==> config.mk <==
export PLATFORM = sky130hd
export DESIGN_NAME = scm_decode
export DESIGN_NICKNAME = d
export VERILOG_FILES = /design/src/hdl/scm_decode.v
export VERILOG_INCLUDE_DIRS = /design/src /design/src/hdl
export SDC_FILE = /design/constraint.sdc
export NUM_CORES = 1
export LEC_CHECK = 0
export ABC_AREA = 1
export BUFFER_PORTS_ARGS = -buffer_cell sky130_fd_sc_hd__buf_2
export CORE_MARGIN = 2
export CORE_UTILIZATION = 50
export DETAILED_ROUTE_END_ITERATION = 8
export PLACE_DENSITY_LB_ADDON = 0.08
export SYNTH_ARGS = -nofsm -noshare
export SYNTH_HDL_FRONTEND = slang
export SYNTH_SLANG_ARGS = --single-unit
==> constraint.sdc <==
create_clock -name clock -period 3.7 [get_ports clock]
set_clock_uncertainty 0.05 [all_clocks]
set_input_delay 0 -clock clock [delete_from_list [all_inputs] [get_ports clock]]
set_output_delay 0 -clock clock [all_outputs]
set_load 0.05 [all_outputs]
==> src/hdl/scm_regs.vh <==
`ifndef SCM_REGS_VH
`define SCM_REGS_VH
// Register map: one word per mapping group, group n at byte 4*n
`define SCM_MAP_BASE 12'h000
`define SCM_NUM_GROUPS 8
`define SCM_GROUP_BITS 3
`define SCM_CFG_ADDR 12'h100
`define SCM_STAT_ADDR 12'h104
// Field positions of the mapping word
`define SCM_TYPE_HI 17
`define SCM_TYPE_LO 16
`define SCM_MEMORY_ATTRIBUTE_CODE_HI 15
`define SCM_MEMORY_ATTRIBUTE_CODE_LO 12
`define SCM_MEMORY_TYPE_OVERRIDE_SELECT_BIT 11
`define SCM_EXID_BIT 10
`define SCM_SH_HI 9
`define SCM_SH_LO 8
`define SCM_IDX_HI 7
`define SCM_IDX_LO 0
`define SCM_TRANS_HI 29
`define SCM_TRANS_LO 28
`define SCM_FB_BIT 26
`define SCM_BSU_HI 25
`define SCM_BSU_LO 24
`define SCM_WA_HI 23
`define SCM_WA_LO 22
`define SCM_RA_HI 21
`define SCM_RA_LO 20
`define SCM_NS_HI 19
`define SCM_NS_LO 18
// Type codes
`define SCM_TYPE_XLATE 2'h0
`define SCM_TYPE_BYPASS 2'h1
`define SCM_TYPE_FAULT 2'h2
`define SCM_TYPE_RSVD 2'h3
// Implemented field mask: index width, optional fields present
`define SCM_IDX_MASK 8'h07
`define SCM_IMPL_MASK 32'h37FFFF07
// Config register bits
`define SCM_CFG_EXID_EN 0
// Secure groups are the top ones, from this index upward
`define SCM_SECURE_FIRST 3'h6
`endif

==> src/hdl/scm_decode.v <==
// How it works
// - Type field selects translate, bypass or fault
// - Reserved type code behaves as fault
// - Memory attribute code used only when selected
// - Bit 11 picks default or programmed attributes
// - Extended valid bit ignored unless globally enabled
// - Extended valid bit reserved without support flag
// - Shareability override decoded four ways
// - Unimplemented override fields read zero
// - Index width common, unused bits read zero
// - Bypass forwards untranslated with attribute overrides
// - Transient hint decoded in bypass
// - Force broadcast upgrades maintenance operations
// - Barrier upgrade raises minimum barrier domain
// - Barrier field reads zero if absent
// - Write allocate hint decoded
// - Read allocate hint decoded
// - Security override only in secure groups
// - Bypass tag zero if absent, secure tag ignored unless supported
// - Bypass tag narrowed to the index width on write
// - Fault format raises invalid context fault
// - Unimplemented mapping registers read zero
// - Mapping registers are 32-bit read write
//
// The APB slave port and the register offsets were chosen for this implementation.
`timescale 1ns/1ns
`include "scm_regs.vh"
module scm_decode (
  input wire clock,
  input wire rst,
  input wire psel,
  input wire penable,
  input wire pwrite,
  input wire [11:0] paddr,
  input wire [31:0] pwdata,
  output reg [31:0] prdata,
  output reg pready,
  output reg pslverr,
  input wire extended_id_support_flag,
  input wire secure_vm_tag_support,
  input wire match_valid,
  input wire [2:0] match_group,
  input wire maint_op,
  input wire barrier_op,
  input wire [1:0] in_barrier_domain,
  output reg out_valid,
  output reg out_translate,
  output reg out_bypass,
  output reg out_fault,
  output reg out_group_valid,
  output reg [7:0] out_context_bank_index,
  output reg [7:0] out_virtual_machine_tag,
  output reg out_mem_override,
  output reg [3:0] out_memory_attribute_code,
  output reg [1:0] out_shareability,
  output reg [1:0] out_transient,
  output reg [1:0] out_write_alloc,
  output reg [1:0] out_read_alloc,
  output reg [1:0] out_security,
  output reg out_broadcast,
  output reg [1:0] out_barrier_domain
);
  // Mapping storage; reset to fault so an unprogrammed group never translates
  reg [31:0] map_word [0:`SCM_NUM_GROUPS-1];
  reg extended_id_global_enable;
  reg [7:0] fault_count;
  reg [31:0] next_prdata;
  reg [31:0] sel_word;
  reg [1:0] sel_type;
  reg is_fault;
  reg is_bypass;
  reg is_secure_grp;
  reg [1:0] raised_dom;
  wire setup = psel & ~penable;
  wire in_map = (paddr[11:8] == 4'h0) && (paddr[1:0] == 2'h0);
  wire map_hit = in_map && (paddr[7:2] < `SCM_NUM_GROUPS);
  wire [2:0] map_idx = paddr[4:2];
  integer i;

  // Read mux; out-of-range slots give zero so reads of absent groups are harmless
  always @* begin
    next_prdata = 32'h00000000;
    if (map_hit) begin
      next_prdata = map_word[map_idx];
    end else if (paddr == `SCM_CFG_ADDR) begin
      next_prdata = {31'h00000000, extended_id_global_enable};
    end else if (paddr == `SCM_STAT_ADDR) begin
      next_prdata = {24'h000000, fault_count};
    end
  end

  // APB slave: one wait-free access phase; writes land at the access edge
  always @(posedge clock) begin
    if (rst) begin
      prdata <= 32'h00000000;
      pready <= 1'b0;
      pslverr <= 1'b0;
      extended_id_global_enable <= 1'b0;
      for (i = 0; i < `SCM_NUM_GROUPS; i = i + 1) begin
        map_word[i] <= 32'h00020000;
      end
    end else begin
      pready <= setup;
      pslverr <= 1'b0;
      if (setup) begin
        prdata <= pwrite ? 32'h00000000 : next_prdata;
      end
      if (psel & penable & pready & pwrite) begin
        if (map_hit) begin
          // Absent fields and unused index bits are dropped on write
          map_word[map_idx] <= pwdata & `SCM_IMPL_MASK;
        end else if (paddr == `SCM_CFG_ADDR) begin
          extended_id_global_enable <= pwdata[`SCM_CFG_EXID_EN];
        end
      end
    end
  end

  // Combinational decode of the matched group, same cycle as the match
  always @* begin
    sel_word = map_word[match_group];
    sel_type = sel_word[`SCM_TYPE_HI:`SCM_TYPE_LO];
    is_secure_grp = (match_group >= `SCM_SECURE_FIRST);
    // Reserved code folds into fault so no transaction escapes unchecked
    is_fault = (sel_type == `SCM_TYPE_FAULT) || (sel_type == `SCM_TYPE_RSVD);
    is_bypass = (sel_type == `SCM_TYPE_BYPASS);
    // Barrier floor: in bypass, take the wider of incoming and programmed domain; otherwise the incoming domain
    raised_dom = in_barrier_domain;
    if (is_bypass && sel_word[`SCM_BSU_HI:`SCM_BSU_LO] > in_barrier_domain) begin
      raised_dom = sel_word[`SCM_BSU_HI:`SCM_BSU_LO];
    end
  end

  // Registered outputs; the decode is combinational, the flop only isolates pins
  always @(posedge clock) begin
    if (rst) begin
      out_valid <= 1'b0;
      out_translate <= 1'b0;
      out_bypass <= 1'b0;
      out_fault <= 1'b0;
      out_group_valid <= 1'b0;
      out_context_bank_index <= 8'h00;
      out_virtual_machine_tag <= 8'h00;
      out_mem_override <= 1'b0;
      out_memory_attribute_code <= 4'h0;
      out_shareability <= 2'h0;
      out_transient <= 2'h0;
      out_write_alloc <= 2'h0;
      out_read_alloc <= 2'h0;
      out_security <= 2'h0;
      out_broadcast <= 1'b0;
      out_barrier_domain <= 2'h0;
      fault_count <= 8'h00;
    end else begin
      out_valid <= match_valid;
      out_translate <= match_valid && (sel_type == `SCM_TYPE_XLATE);
      out_bypass <= match_valid && is_bypass;
      out_fault <= match_valid && is_fault;
      if (match_valid && is_fault && fault_count != 8'hFF) begin
        fault_count <= fault_count + 8'h01;
      end
      // Without support the bit is reserved; without enable it is ignored
      if (extended_id_support_flag && extended_id_global_enable) begin
        out_group_valid <= sel_word[`SCM_EXID_BIT];
      end else begin
        out_group_valid <= 1'b1;
      end
      // Index only meaningful in translation format
      out_context_bank_index <= (sel_type == `SCM_TYPE_XLATE) ?
        (sel_word[`SCM_IDX_HI:`SCM_IDX_LO] & `SCM_IDX_MASK) : 8'h00;
      // Tag from the index field, only 3 bits after the write mask; secure tag dropped when unsupported
      out_virtual_machine_tag <= (is_bypass && (!is_secure_grp || secure_vm_tag_support)) ?
        sel_word[`SCM_IDX_HI:`SCM_IDX_LO] : 8'h00;
      // Attribute code passes only when bit 11 selects it
      out_mem_override <= !is_fault && sel_word[`SCM_MEMORY_TYPE_OVERRIDE_SELECT_BIT];
      out_memory_attribute_code <= (!is_fault && sel_word[`SCM_MEMORY_TYPE_OVERRIDE_SELECT_BIT]) ?
        sel_word[`SCM_MEMORY_ATTRIBUTE_CODE_HI:`SCM_MEMORY_ATTRIBUTE_CODE_LO] : 4'h0;
      // 0 default, 1 outer, 2 inner, 3 non-shareable
      out_shareability <= is_fault ? 2'h0 : sel_word[`SCM_SH_HI:`SCM_SH_LO];
      // Bypass-only hints; reserved code 1 is treated as default
      out_transient <= (is_bypass && sel_word[`SCM_TRANS_HI]) ? sel_word[`SCM_TRANS_HI:`SCM_TRANS_LO] : 2'h0;
      out_write_alloc <= (is_bypass && sel_word[`SCM_WA_HI]) ? sel_word[`SCM_WA_HI:`SCM_WA_LO] : 2'h0;
      out_read_alloc <= (is_bypass && sel_word[`SCM_RA_HI]) ? sel_word[`SCM_RA_HI:`SCM_RA_LO] : 2'h0;
      // Non-secure groups treat the field as reserved
      out_security <= (is_bypass && is_secure_grp && sel_word[`SCM_NS_HI]) ?
        sel_word[`SCM_NS_HI:`SCM_NS_LO] : 2'h0;
      out_broadcast <= maint_op && is_bypass && sel_word[`SCM_FB_BIT];
      out_barrier_domain <= barrier_op ? raised_dom : 2'h0;
    end
  end
endmodule // scm_decode

# == Word level (Yosys, flattened, before mapping) ==
# Memory sizes are Yosys's and may differ from the RTL's.
# Index checks and enable logic that the tools add are counted.
# totals
wordCells,96
in_bits,59
register_bits,81
n_memories,1
output_inout_bits,73
ram_bits,192
# mem_list
name,depth,width,read_ports,rd_ports_with_merged_regs,write_ports,line_no,source
map_word,8,24,2,0,8,scm_decode.v:64,reg [31:0] map_word [0:`SCM_NUM_GROUPS-1];
# classes
add_sub_neg,1
n_eq_ne,6
mux,15
reduce_logical,35
n_lt_le_gt_ge,3
bitwise,14
# op_table
cell,count
32-bit two-way mux,2
"12-bit by 9-bit equality test with 1-bit output, second input constant",2
24-bit two-way mux,1
24-bit OR reduction,1
2-bit OR reduction,9
1-bit logical AND,17
8-bit two-way mux,2
1-bit inverter,10
"8-bit by 1-bit adder with 8-bit output, second input constant",1
1-bit two-way mux,8
"8-bit inequality test, second input constant",1
"6-bit by 4-bit less-than comparator with 1-bit output, second input constant",1
1-bit AND,4
"2-bit equality test, second input constant",2
2-bit logical NOT,2
4-bit logical NOT,1
"3-bit greater-or-equal comparator, second input constant",1
3-bit two-way mux,1
3-bit AND reduction,1
"2-bit by 1-bit equality test with 1-bit output, second input constant",1
2-bit greater-than comparator,1
1-bit logical NOT,2
1-bit logical OR,2
2-bit two-way mux,1

# == Logic depth before layout (Yosys ltp) ==
# Gate-level depths: netlist (run 1).
# logic_depth
depth_word,9
mapped_depth,14
mapped_depth_nobuf,13

# == Worst setup path after synthesis (run 1) ==
# No wires, ideal clock.
# synth_path
path_kind,register -> register
start,register pready
end,"memory map_word[6][0] (netlist bit), enable pin"
period_less_slack_ps,2435
required_ps,3269
setup_time_ps,381
setup_slack_ps,1265
arrival_time_ps,2004
n_path_buf,1
stages_incl_launch_ff,8
path_cell_list,dfxtp_1 nand4_1 inv_1 nand3_4 nor2_8 nand2_4 clkbuf_8 nand2_1
# synth_lines
item,line_no,source
start: declaration,scm_decode.v:37,"output reg pready,"
start signal: assignment,scm_decode.v:103,pready <= setup;
end: declaration,scm_decode.v:64,

==> flow_summary.toml, run 1 <==
[placement]
port_buffers = 109
dp_cells = 1890
hpwl_microns = 24000
gp_congestion = 0.850

[synth]
ys_dominant_reg_cell = "edfxtp_1"
synth_edf_count = 192
yosys_warnings = 0
synthDistinctLibCells = 39
syn_area_per_cell_sq_um = 8.53
syn_area_sq_mm = 0.0129
synthesis.instances = 1508
async_flop_share_pct = 0
ys_seq_area_share_pct = 55.4
ys_seq_elements = 260

[timing]
finalCriticalPeriod_ps = 3320
finalHoldViolCount = 0
fmax_mhz = 301
setup_viol = 0
whs_ps = 30.3
drv_slew = 0
fin_crit_sh_pct = 89.8
tightest_slew_ps = 949
slew_headroom_pct = 36.7
fin_setup_tns_ps = 0
rsz0062_at_grt = "false"

[die]
coreArea_sq_mm = 0.0253
die_area_sq_mm = 0.0270
die_y_microns = 164
initial_core_util_pct = 51.0
pin_count = 132
die_width_microns = 164
num_rows = 58

[global_route]
antenna_found_initial = 0
grt_usage_pct = 29.6
first_global_vias = 10357
grt-ovfl-total = 0
grt_max_degree = 58
grt_pass1_wl_microns = 59900

[critical_path]
crit_chain = "dlygate4sd3_1, buf_2, or2_4, dlygate4sd3_1, nor3_4, nand3_4, nor2_8, nand2_4, nand2_1, buf_12"
arrival_ps = 3520
reg2reg_depth = 15
slowest_delay_ps = 720
worstSetupStartpointType = "input pin"
critPathKind = "in2reg"
crit_path_max_fanout = 24
cp_slowest_cell = "nand2_1"
r2r-end = "out_barrier_domain[1]$_SDFF_PP0_"
worstReg2RegStart = "map_word[5][20]$_SDFFCE_PN0P_"
cp-end-kind = "flop"
worst-r2r-setup-slack_ps = 610
cp_common_cell = "dlygate4sd3_1"
crit_required_ps = 3900

[final_layout]
nets = 1703
syn_to_final_growth_pct = 17.2
drive_above_1_share_pct = 13.3
diodes = 0
fin_cells = 1994

[clock_network]
clock_latency_ps = 560
numCtsBuffers = 29
cts.clk_slew.worst_paths_ps = 60
htree_levels = 1
cts_tree = "yes"
clock_path_buffers = 3
post_cts_resized = 0
cts_sinks = 260
ctsRootBufferMaster = "clkbuf_16"

[power]
ir_drop_mv = 0.340
p_total_mw = 6.91
powerDensity_mw_per_mm2 = 458
leakage_nw = 6.48

[route]
met2RoutedLength_microns = 18300
wl_per_cell_microns = 20.1
via_per_inst = 5.59
first_iter_violations = 1162
wl_met3_microns = 3870
routed_wl_microns = 40000
via_count = 11155
maxUsedRoutingLayer = "met4"
ant_nets = 0
drc = 0
first_pass_iters = 5
wl_met1_microns = 16600

[flow_run]
cap_violations = 0

[hold_path]
worstHoldStart = "match_group[0]"
whs_path_depth = 3
hold_class = "in2reg"
min_to = "out_security[1]$_SDFF_PP0_"

[outcome]
outcome = "finished, final reports clean"
## report_power, final
part | switching [mW] | internal [mW] | leakage [nW]
sequential | 0.0290 | 3.19 | 2.59
clock | 1.19 | 1.79 | 0.499
combinational | 0.509 | 0.197 | 3.38
## worst max-delay path, delay by kind of cell
kind	cells	cell delay, ps
AND/OR/NAND/NOR	6	2010
buffers and inverters	4	1500
## Yosys cell counts, types with 8 or more instances
library cell    n  share of area [%]
nand2_1       322                9.4
nor2_1        268                7.8
edfxtp_1      192                 45
o21ai_0       124                4.8
nand3_1       122                4.7
inv_1         116                3.4
a21oi_1        89                3.5
dfxtp_1        68                 11
clkbuf_1       47                1.4
o211ai_1       45                2.6
buf_2          17               0.66
buf_4          16               0.93
buf_6          15                1.3
nand4_1        10               0.49
buf_1           9               0.26
nand2_4         8               0.70
## routing by layer
metal / vias up / track usage [%]
met3: 84 / 4.77
met1: 5220 / 40.8
li1: 5278 / -
met5: - / 0
met2: 573 / 48.1
met4: 0 / 9.76
## layout by cell type, fill, tap and decap left out, drive strengths merged
master | netlist | layout
nor3 | 4 | 4
dlygate4sd3 | 0 | 50
buf | 57 | 144
xor2 | 2 | 2
clkbuf | 48 | 37
clkinv | 1 | 13
edfxtp | 192 | 192
conb | 1 | 14
nor3b | 3 | 3
o22ai | 1 | 1
bufinv | 0 | 3
nand3 | 124 | 124
nand4 | 10 | 10
nand3b | 1 | 1
o31ai | 1 | 1
a21oi | 89 | 89
xnor2 | 2 | 2
dfxtp | 68 | 68
ha | 3 | 3
or2 | 6 | 6
clkinvlp | 0 | 1
nand2 | 331 | 331
o21ai | 124 | 124
a31oi | 1 | 1
nor4 | 1 | 1
nor2 | 276 | 276
o211ai | 45 | 45
inv | 117 | 118
## stage by stage
| stage | instance area (sq um) | utilization, % | setup WS (ps) |
|---|---|---|---|
| after CTS | 15100 | 59.7 | 393 |
| after global placement | 13600 | 53.8 | 978 |
| after global routing | 15100 | 59.7 | 239 |
| final | 15100 | 59.7 | 377 |
| after detailed placement | 13600 | 53.8 | 990 |
| after floorplan | 12900 | - | 1270 |
## area by class of cell
class	count	area, sq um
Inverter	118	443
Sequential cell	260	7130
Clock buffer	37	828
Fill cell	2248	10200
Clock inverter	17	175
Multi-Input combinational cell	1038	4760
Tap cell	330	413
Timing Repair Buffer	194	1340
## sequential cells by signal (all words and copies together) (netlist names), 3 cells and up
register	flops
out_virtual_machine_tag	3
out_context_bank_index	3
out_memory_attribute_code	4
map_word	192
fault_count	8
prdata	29
## cells by family after synthesis
kind of cell	after synthesis	synth area share [%]
compound gates	261	11.1
xor+xnor	4	0.272
fa+ha+maj	3	0.292
buf+inv	223	8.09
flops	260	55.4
other cells	1	0.0291
simple gates	756	24.9
## how the worst max path moves through the flow
stage / startpoint / end / slack [ps] / depth (start not counted)
after floorplan: pready$_SDFF_PP0_ / map_word[6][0]$_SDFFCE_PN0P_ / 1270 / 7
after global placement: match_group[1] / out_read_alloc[0]$_SDFF_PP0_ / 980 / 9
after detailed placement: paddr[1] / map_word[1][17]$_SDFFCE_PN0P_ / 990 / 8
after CTS: paddr[1] / map_word[1][1]$_SDFFCE_PN0P_ / 390 / 10
after global routing: paddr[1] / map_word[1][1]$_SDFFCE_PN0P_ / 240 / 10
final: paddr[1] / map_word[1][1]$_SDFFCE_PN0P_ / 380 / 10
## timing repair
action	in CTS	in global routing
endpoints found under the hold margin	244	0
hold buffers	50	0
endpoints found under the setup margin	0	0
setup buffers	0	0
Note: power is estimated with default switching activity, not from simulation.
==> inputs of run 2 (changes only) <==
--- a/config.mk
+++ b/config.mk
@@ -11,6 +11,7 @@
 export CORE_MARGIN = 2
 export CORE_UTILIZATION = 50
 export DETAILED_ROUTE_END_ITERATION = 8
+export MAX_ROUTING_LAYER = met4
 export PLACE_DENSITY_LB_ADDON = 0.08
 export SYNTH_ARGS = -nofsm -noshare
 export SYNTH_HDL_FRONTEND = slang
==> run 2 against run 1 <==
Global-route usage up 0.90 points. Combinational power barely moved. Cell count is the same. Sequential power is essentially flat. Non-clock buffer count is the same. Clock power about the same. Flip-flop and latch count is the same. Largest power group unchanged. Highest routed layer unchanged.
==> flow_summary.toml, run 2 (synthesized netlist as in run 1, its figures left out) <==
[placement]
dp_cells = 1890
port_buffers = 109
pre_cts_ws_ps = 990
hpwl_microns = 24000
gp_congestion = 0.863
place_area_sq_mm = 0.0136

[critical_path]
path_depth = 10
cp-end-kind = "flop"
worstSetupStartpointType = "input pin"
cp_common_cell = "dlygate4sd3_1"
crit_start = "paddr[1]"
arrival_ps = 3540
critPathKind = "in2reg"
path_delay_family = "simple AND/OR/NAND/NOR gates"
worstReg2RegStart = "map_word[5][20]$_SDFFCE_PN0P_"
path_buf_inv = 4
slowest_delay_ps = 730
crit_path_max_fanout = 24
cp_slowest_cell = "nand2_1"
endpoint = "map_word[1][1]$_SDFFCE_PN0P_"
reg2reg_depth = 15
crit_chain = "dlygate4sd3_1, buf_2, or2_4, dlygate4sd3_1, nor3_4, nand3_4, nor2_8, nand2_4, nand2_1, buf_12"
crit_required_ps = 3900
r2r-end = "out_barrier_domain[1]$_SDFF_PP0_"
worst-r2r-setup-slack_ps = 600

[timing]
fmax_mhz = 300
slew_headroom_pct = 36.7
setup_viol = 0
setup_ws_ps = 366
finalCriticalPeriod_ps = 3330
finalHoldViolCount = 0
drv_slew = 0
fin_crit_sh_pct = 90.1
fin_setup_tns_ps = 0
rsz0062_at_grt = "false"
tightest_slew_ps = 948

[die]
coreArea_sq_mm = 0.0253
die_width_microns = 164
die_y_microns = 164
initial_core_util_pct = 51.0
die_area_sq_mm = 0.0270
pin_count = 132
num_rows = 58

[clock_network]
clock_path_buffers = 3
cts_sinks = 260
numCtsBuffers = 29
cts_setup_buffers = 0
post_cts_resized = 0
htree_levels = 1
ctsRootBufferMaster = "clkbuf_16"
cts.clk_slew.worst_paths_ps = 60
clock_latency_ps = 560
ctsHoldBuffers = 50
cts_tree = "yes"

[outcome]
outcome = "finished, final reports clean"

[global_route]
grt_usage_pct = 30.5
first_global_vias = 10344
grt_max_degree = 58
grt_pass1_wl_microns = 60000
antenna_found_initial = 0
grt-ovfl-total = 0

[power]
powerDensity_mw_per_mm2 = 458
ir_drop_mv = 0.341
leakage_nw = 6.48

[flow_run]
cap_violations = 0

[route]
first_pass_iters = 6
first_iter_violations = 1074
ant_nets = 0
wl_per_cell_microns = 20.0
via_count = 11152
via_per_inst = 5.59
drc = 0
routed_wl_microns = 39900

[final_layout]
nets = 1703
fin_util_pct = 59.7
drive_above_1_share_pct = 13.3
stdcell_area_sq_mm = 0.0151
final_cell_mix = "nand2_1, nor2_1, edfxtp_1"
reg_top3 = "map_word: 192 flops, prdata: 29 flops, fault_count: 8 flops"
diodes = 0
syn_to_final_growth_pct = 17.2
layout_commonest_cell = "nand2_1"
fin_cells = 1994
largest_reg_flops = 192
max_flop_register = "map_word"

[hold_path]
hold_class = "in2reg"
-- run 2: worst min path at each step --
| stage | start | endpoint | cells past startpoint |
|---|---|---|---|
| after floorplan | extended_id_support_flag | out_group_valid$_SDFF_PP0_ | 1 |
| after global placement | extended_id_support_flag | out_group_valid$_SDFF_PP0_ | 2 |
| after detailed placement | extended_id_support_flag | out_group_valid$_SDFF_PP0_ | 2 |
| after CTS | match_group[0] | out_security[1]$_SDFF_PP0_ | 3 |
| after global routing | match_group[0] | out_security[1]$_SDFF_PP0_ | 3 |
| final | match_group[0] | out_security[1]$_SDFF_PP0_ | 3 |
-- run 2: metrics by stage --
| step | total power [mW] | hold slack [ps] |
|---|---|---|
| after floorplan | 3.72 | 68.0 |
| after global placement | 3.93 | 185 |
| after detailed placement | 3.93 | 189 |
| after CTS | 6.93 | 16.9 |
| after global routing | 7.12 | 67.1 |
| final | 6.91 | 30.1 |
-- run 2: cell type report --
type	count	area, sq um
Clock buffer	37	828
Clock inverter	17	175
Fill cell	2248	10200
Inverter	118	443
Multi-Input combinational cell	1038	4760
Sequential cell	260	7130
Tap cell	330	413
Timing Repair Buffer	194	1340
-- run 2: worst register-to-register path, stage by stage (launching register included) --
cell	delay (ps)
edfxtp_1	350
inv_1	70
a21oi_1	60
o21ai_0	120
o21ai_0	130
nand2_1	100
nand2_1	140
ha_1	330
a21oi_1	70
a21oi_1	150
nand3_1	150
nand2_1	100
nand2_1	40
dlygate4sd3_1	550
nor2_1	90
dlygate4sd3_1	550
-- run 2: metal layers --
metal  GRT usage [%]  up-vias  wire length [microns]
met5               -        -                      0
met4            9.76        0                   1260
met3            4.77       98                   4090
met2            48.1      577                  18200
met1            40.9     5203                  16400
li1                -     5274                      -
-- run 2: where the power goes --
group          internal (mW)  switching [mW]
combinational          0.197           0.509
clock                   1.79            1.20
sequential              3.19          0.0289
total                   5.18            1.73
==> inputs of run 3 (changes only) <==
--- a/config.mk
+++ b/config.mk
@@ -9,10 +9,11 @@
 export ABC_AREA = 1
 export BUFFER_PORTS_ARGS = -buffer_cell sky130_fd_sc_hd__buf_2
 export CORE_MARGIN = 2
-export CORE_UTILIZATION = 50
+export CORE_UTILIZATION = 55
 export DETAILED_ROUTE_END_ITERATION = 8
 export MAX_ROUTING_LAYER = met4
 export PLACE_DENSITY_LB_ADDON = 0.08
+export SKIP_LAST_GASP = 1
 export SYNTH_ARGS = -nofsm -noshare
 export SYNTH_HDL_FRONTEND = slang
 export SYNTH_SLANG_ARGS = --single-unit
==> run 3 against run 2 <==
Die area shrank 8.9%. Critical path depth unchanged. Via count rose by 2.2%. Combinational power is 1% higher. Worst setup slack improved by 100 ps. Maximum frequency rose by 3.2%. Sequential power about the same. Cell area hardly changed. Clock power shrank 4%. Hold slack about the same. Non-clock buffer count grew 5. Flip-flop and latch count unchanged. Critical path type unchanged. Highest routed layer unchanged.
==> flow_summary.toml, run 3 (synthesized netlist as in run 1, its figures left out) <==
[critical_path]
crit_path_max_fanout = 24
cp_slowest_cell = "dlygate4sd3_1"
crit_chain = "dlygate4sd3_1, buf_2, or2_4, dlygate4sd3_1, nor3_4, nand3_4, nor2_8, nand2_4, nand2_1, buf_4"
arrival_ps = 3390
cp-end-kind = "flop"
cp_common_cell = "dlygate4sd3_1"
slowest_delay_ps = 610
crit_required_ps = 3850
critPathKind = "in2reg"
path_buf_inv = 4
path_delay_family = "buffers and inverters"
worstSetupStartpointType = "input pin"

[final_layout]
final_cell_mix = "nand2_1, nor2_1, edfxtp_1"
syn_to_final_growth_pct = 17.2
nets = 1708
layout_commonest_cell = "nand2_1"
largest_reg_flops = 192
reg_top3 = "map_word: 192 flops, prdata: 29 flops, fault_count: 8 flops"
fin_cells = 1984
drive_above_1_share_pct = 13.1
max_flop_register = "map_word"
fin_util_pct = 66.2

[clock_network]
cts_tree = "yes"
cts_setup_buffers = 0
clock_path_buffers = 3
clock_latency_ps = 560
ctsRootBufferMaster = "clkbuf_16"
numCtsBuffers = 29
cts.clk_slew.worst_paths_ps = 60
cts_sinks = 260
htree_levels = 1

[timing]
finalHoldViolCount = 0
rsz0062_at_grt = "false"
slew_headroom_pct = 31.8
fmax_mhz = 309
fin_crit_sh_pct = 87.3
tightest_slew_ps = 1020
fin_setup_tns_ps = 0
finalCriticalPeriod_ps = 3230
drv_slew = 0
setup_viol = 0

[route]
via_count = 11401
wl_met1_microns = 15700
drc = 0
first_pass_iters = 5
first_iter_violations = 1244
ant_nets = 0
wl_met3_microns = 4750
routed_wl_microns = 40100
met2RoutedLength_microns = 18400
wl_per_cell_microns = 20.2
via_per_inst = 5.75
maxUsedRoutingLayer = "met4"

[die]
initial_core_util_pct = 56.5
die_width_microns = 157
num_rows = 55
die_y_microns = 157
coreArea_sq_mm = 0.0228
pin_count = 132
die_area_sq_mm = 0.0246

[global_route]
grt_usage_pct = 33.6
grt-ovfl-total = 0
grt_pass1_wl_microns = 60200
grt_max_degree = 89
first_global_vias = 10648
antenna_found_initial = 2

[power]
p_int_mw = 5.08
sw_frac_of_total_pct = 25.3
seqPwrFrac_pct = 47.3
switchingPower_mw = 1.72
ir_drop_mv = 0.392
leakage_nw = 6.47
share_clk_of_total_power_pct = 42.2
powerDensity_mw_per_mm2 = 450
combPwrFrac_pct = 10.5

[placement]
hpwl_microns = 23400
dp_cells = 1874
gp_congestion = 0.879
port_buffers = 109

[flow_run]
cap_violations = 0

[outcome]
outcome = "finished, final reports clean"

[hold_path]
hold_class = "in2reg"
-- run 3: cell types whose count changed in the layout (fill, tap and decap cells not counted), sizes merged --
| cell | delta |
|---|---|
| dlygate4sd3 | +4 |
| diode | +2 |
| clkinv | -4 |
| clkbuf | +8 |
| clkinvlp | -1 |
| buf | +1 |
| bufinv | -3 |
-- run 3: power groups by stage --
stage / registers [mW] / clock network, mW / logic [mW]
2_1_floorplan: 3.31 / 0 / 0.403
3_3_place_gp: 3.27 / 0 / 0.652
3_5_place_dp: 3.28 / 0 / 0.657
4_1_cts: 3.21 / 2.87 / 0.699
5_1_grt: 3.22 / 2.99 / 0.770
6_report: 3.21 / 2.86 / 0.715
-- run 3: layout make-up --
| cell class | count | area [sq um] |
|---|---|---|
| Fill cell | 1866 | 7700 |
| Multi-Input combinational cell | 1038 | 4760 |
| Timing Repair Buffer | 199 | 1400 |
| Sequential cell | 260 | 7130 |
| Antenna cell | 2 | 5.00 |
| Clock inverter | 9 | 50.0 |
| Tap cell | 313 | 392 |
| Inverter | 118 | 443 |
| Clock buffer | 45 | 911 |
-- run 3: final timing paths --
path	from	end	slack (ps)	cells past startpoint
worst max register to register	map_word[5][20]$_SDFFCE_PN0P_	out_barrier_domain[1]$_SDFF_PP0_	550	15
worst min register to register	prdata[17]$_SDFFE_PP0P_	prdata[17]$_SDFFE_PP0P_	410	2
worst max-delay path	paddr[1]	map_word[4][7]$_SDFFCE_PN0P_	470	10
worst min-delay path	paddr[0]	prdata[1]$_SDFFE_PP0P_	30	7
-- run 3: repair_timing --
item / CTS / global route
hold endpoints to repair: 245 / 0
hold buffers: 54 / 0
resized for setup: 0 / 0
-- run 3: per-stage QoR --
| step | hold WS (ps) | setup WS (ps) | area (sq um) | power, mW |
|---|---|---|---|---|
| floorplan | 68.0 | 1270 | 12900 | 3.72 |
| global placement | 176 | 1180 | 13600 | 3.93 |
| detailed placement | 169 | 1130 | 13600 | 3.93 |
| CTS | 18.1 | 541 | 15100 | 6.78 |
| global route | 88.7 | 341 | 15100 | 6.98 |
| finish | 30.5 | 468 | 15100 | 6.79 |
-- run 3: routing by layer --
| metal | vias up | global-route usage, % |
|---|---|---|
| met5 | - | - |
| met4 | 0 | 12.5 |
| met3 | 107 | 7.74 |
| met2 | 710 | 52.5 |
| met1 | 5313 | 42.9 |
| li1 | 5271 | - |
-- run 3: worst reg2reg max path: stages (launching register included) --
cell and delay (ps):
edfxtp_1 360, inv_1 80, a21oi_1 60, o21ai_0 120, o21ai_0 180, nand2_1 90
nand2_1 130, ha_1 330, a21oi_1 70, a21oi_1 160, nand3_1 150, nand2_1 100
nand2_1 50, dlygate4sd3_1 560, nor2_1 80, dlygate4sd3_1 540
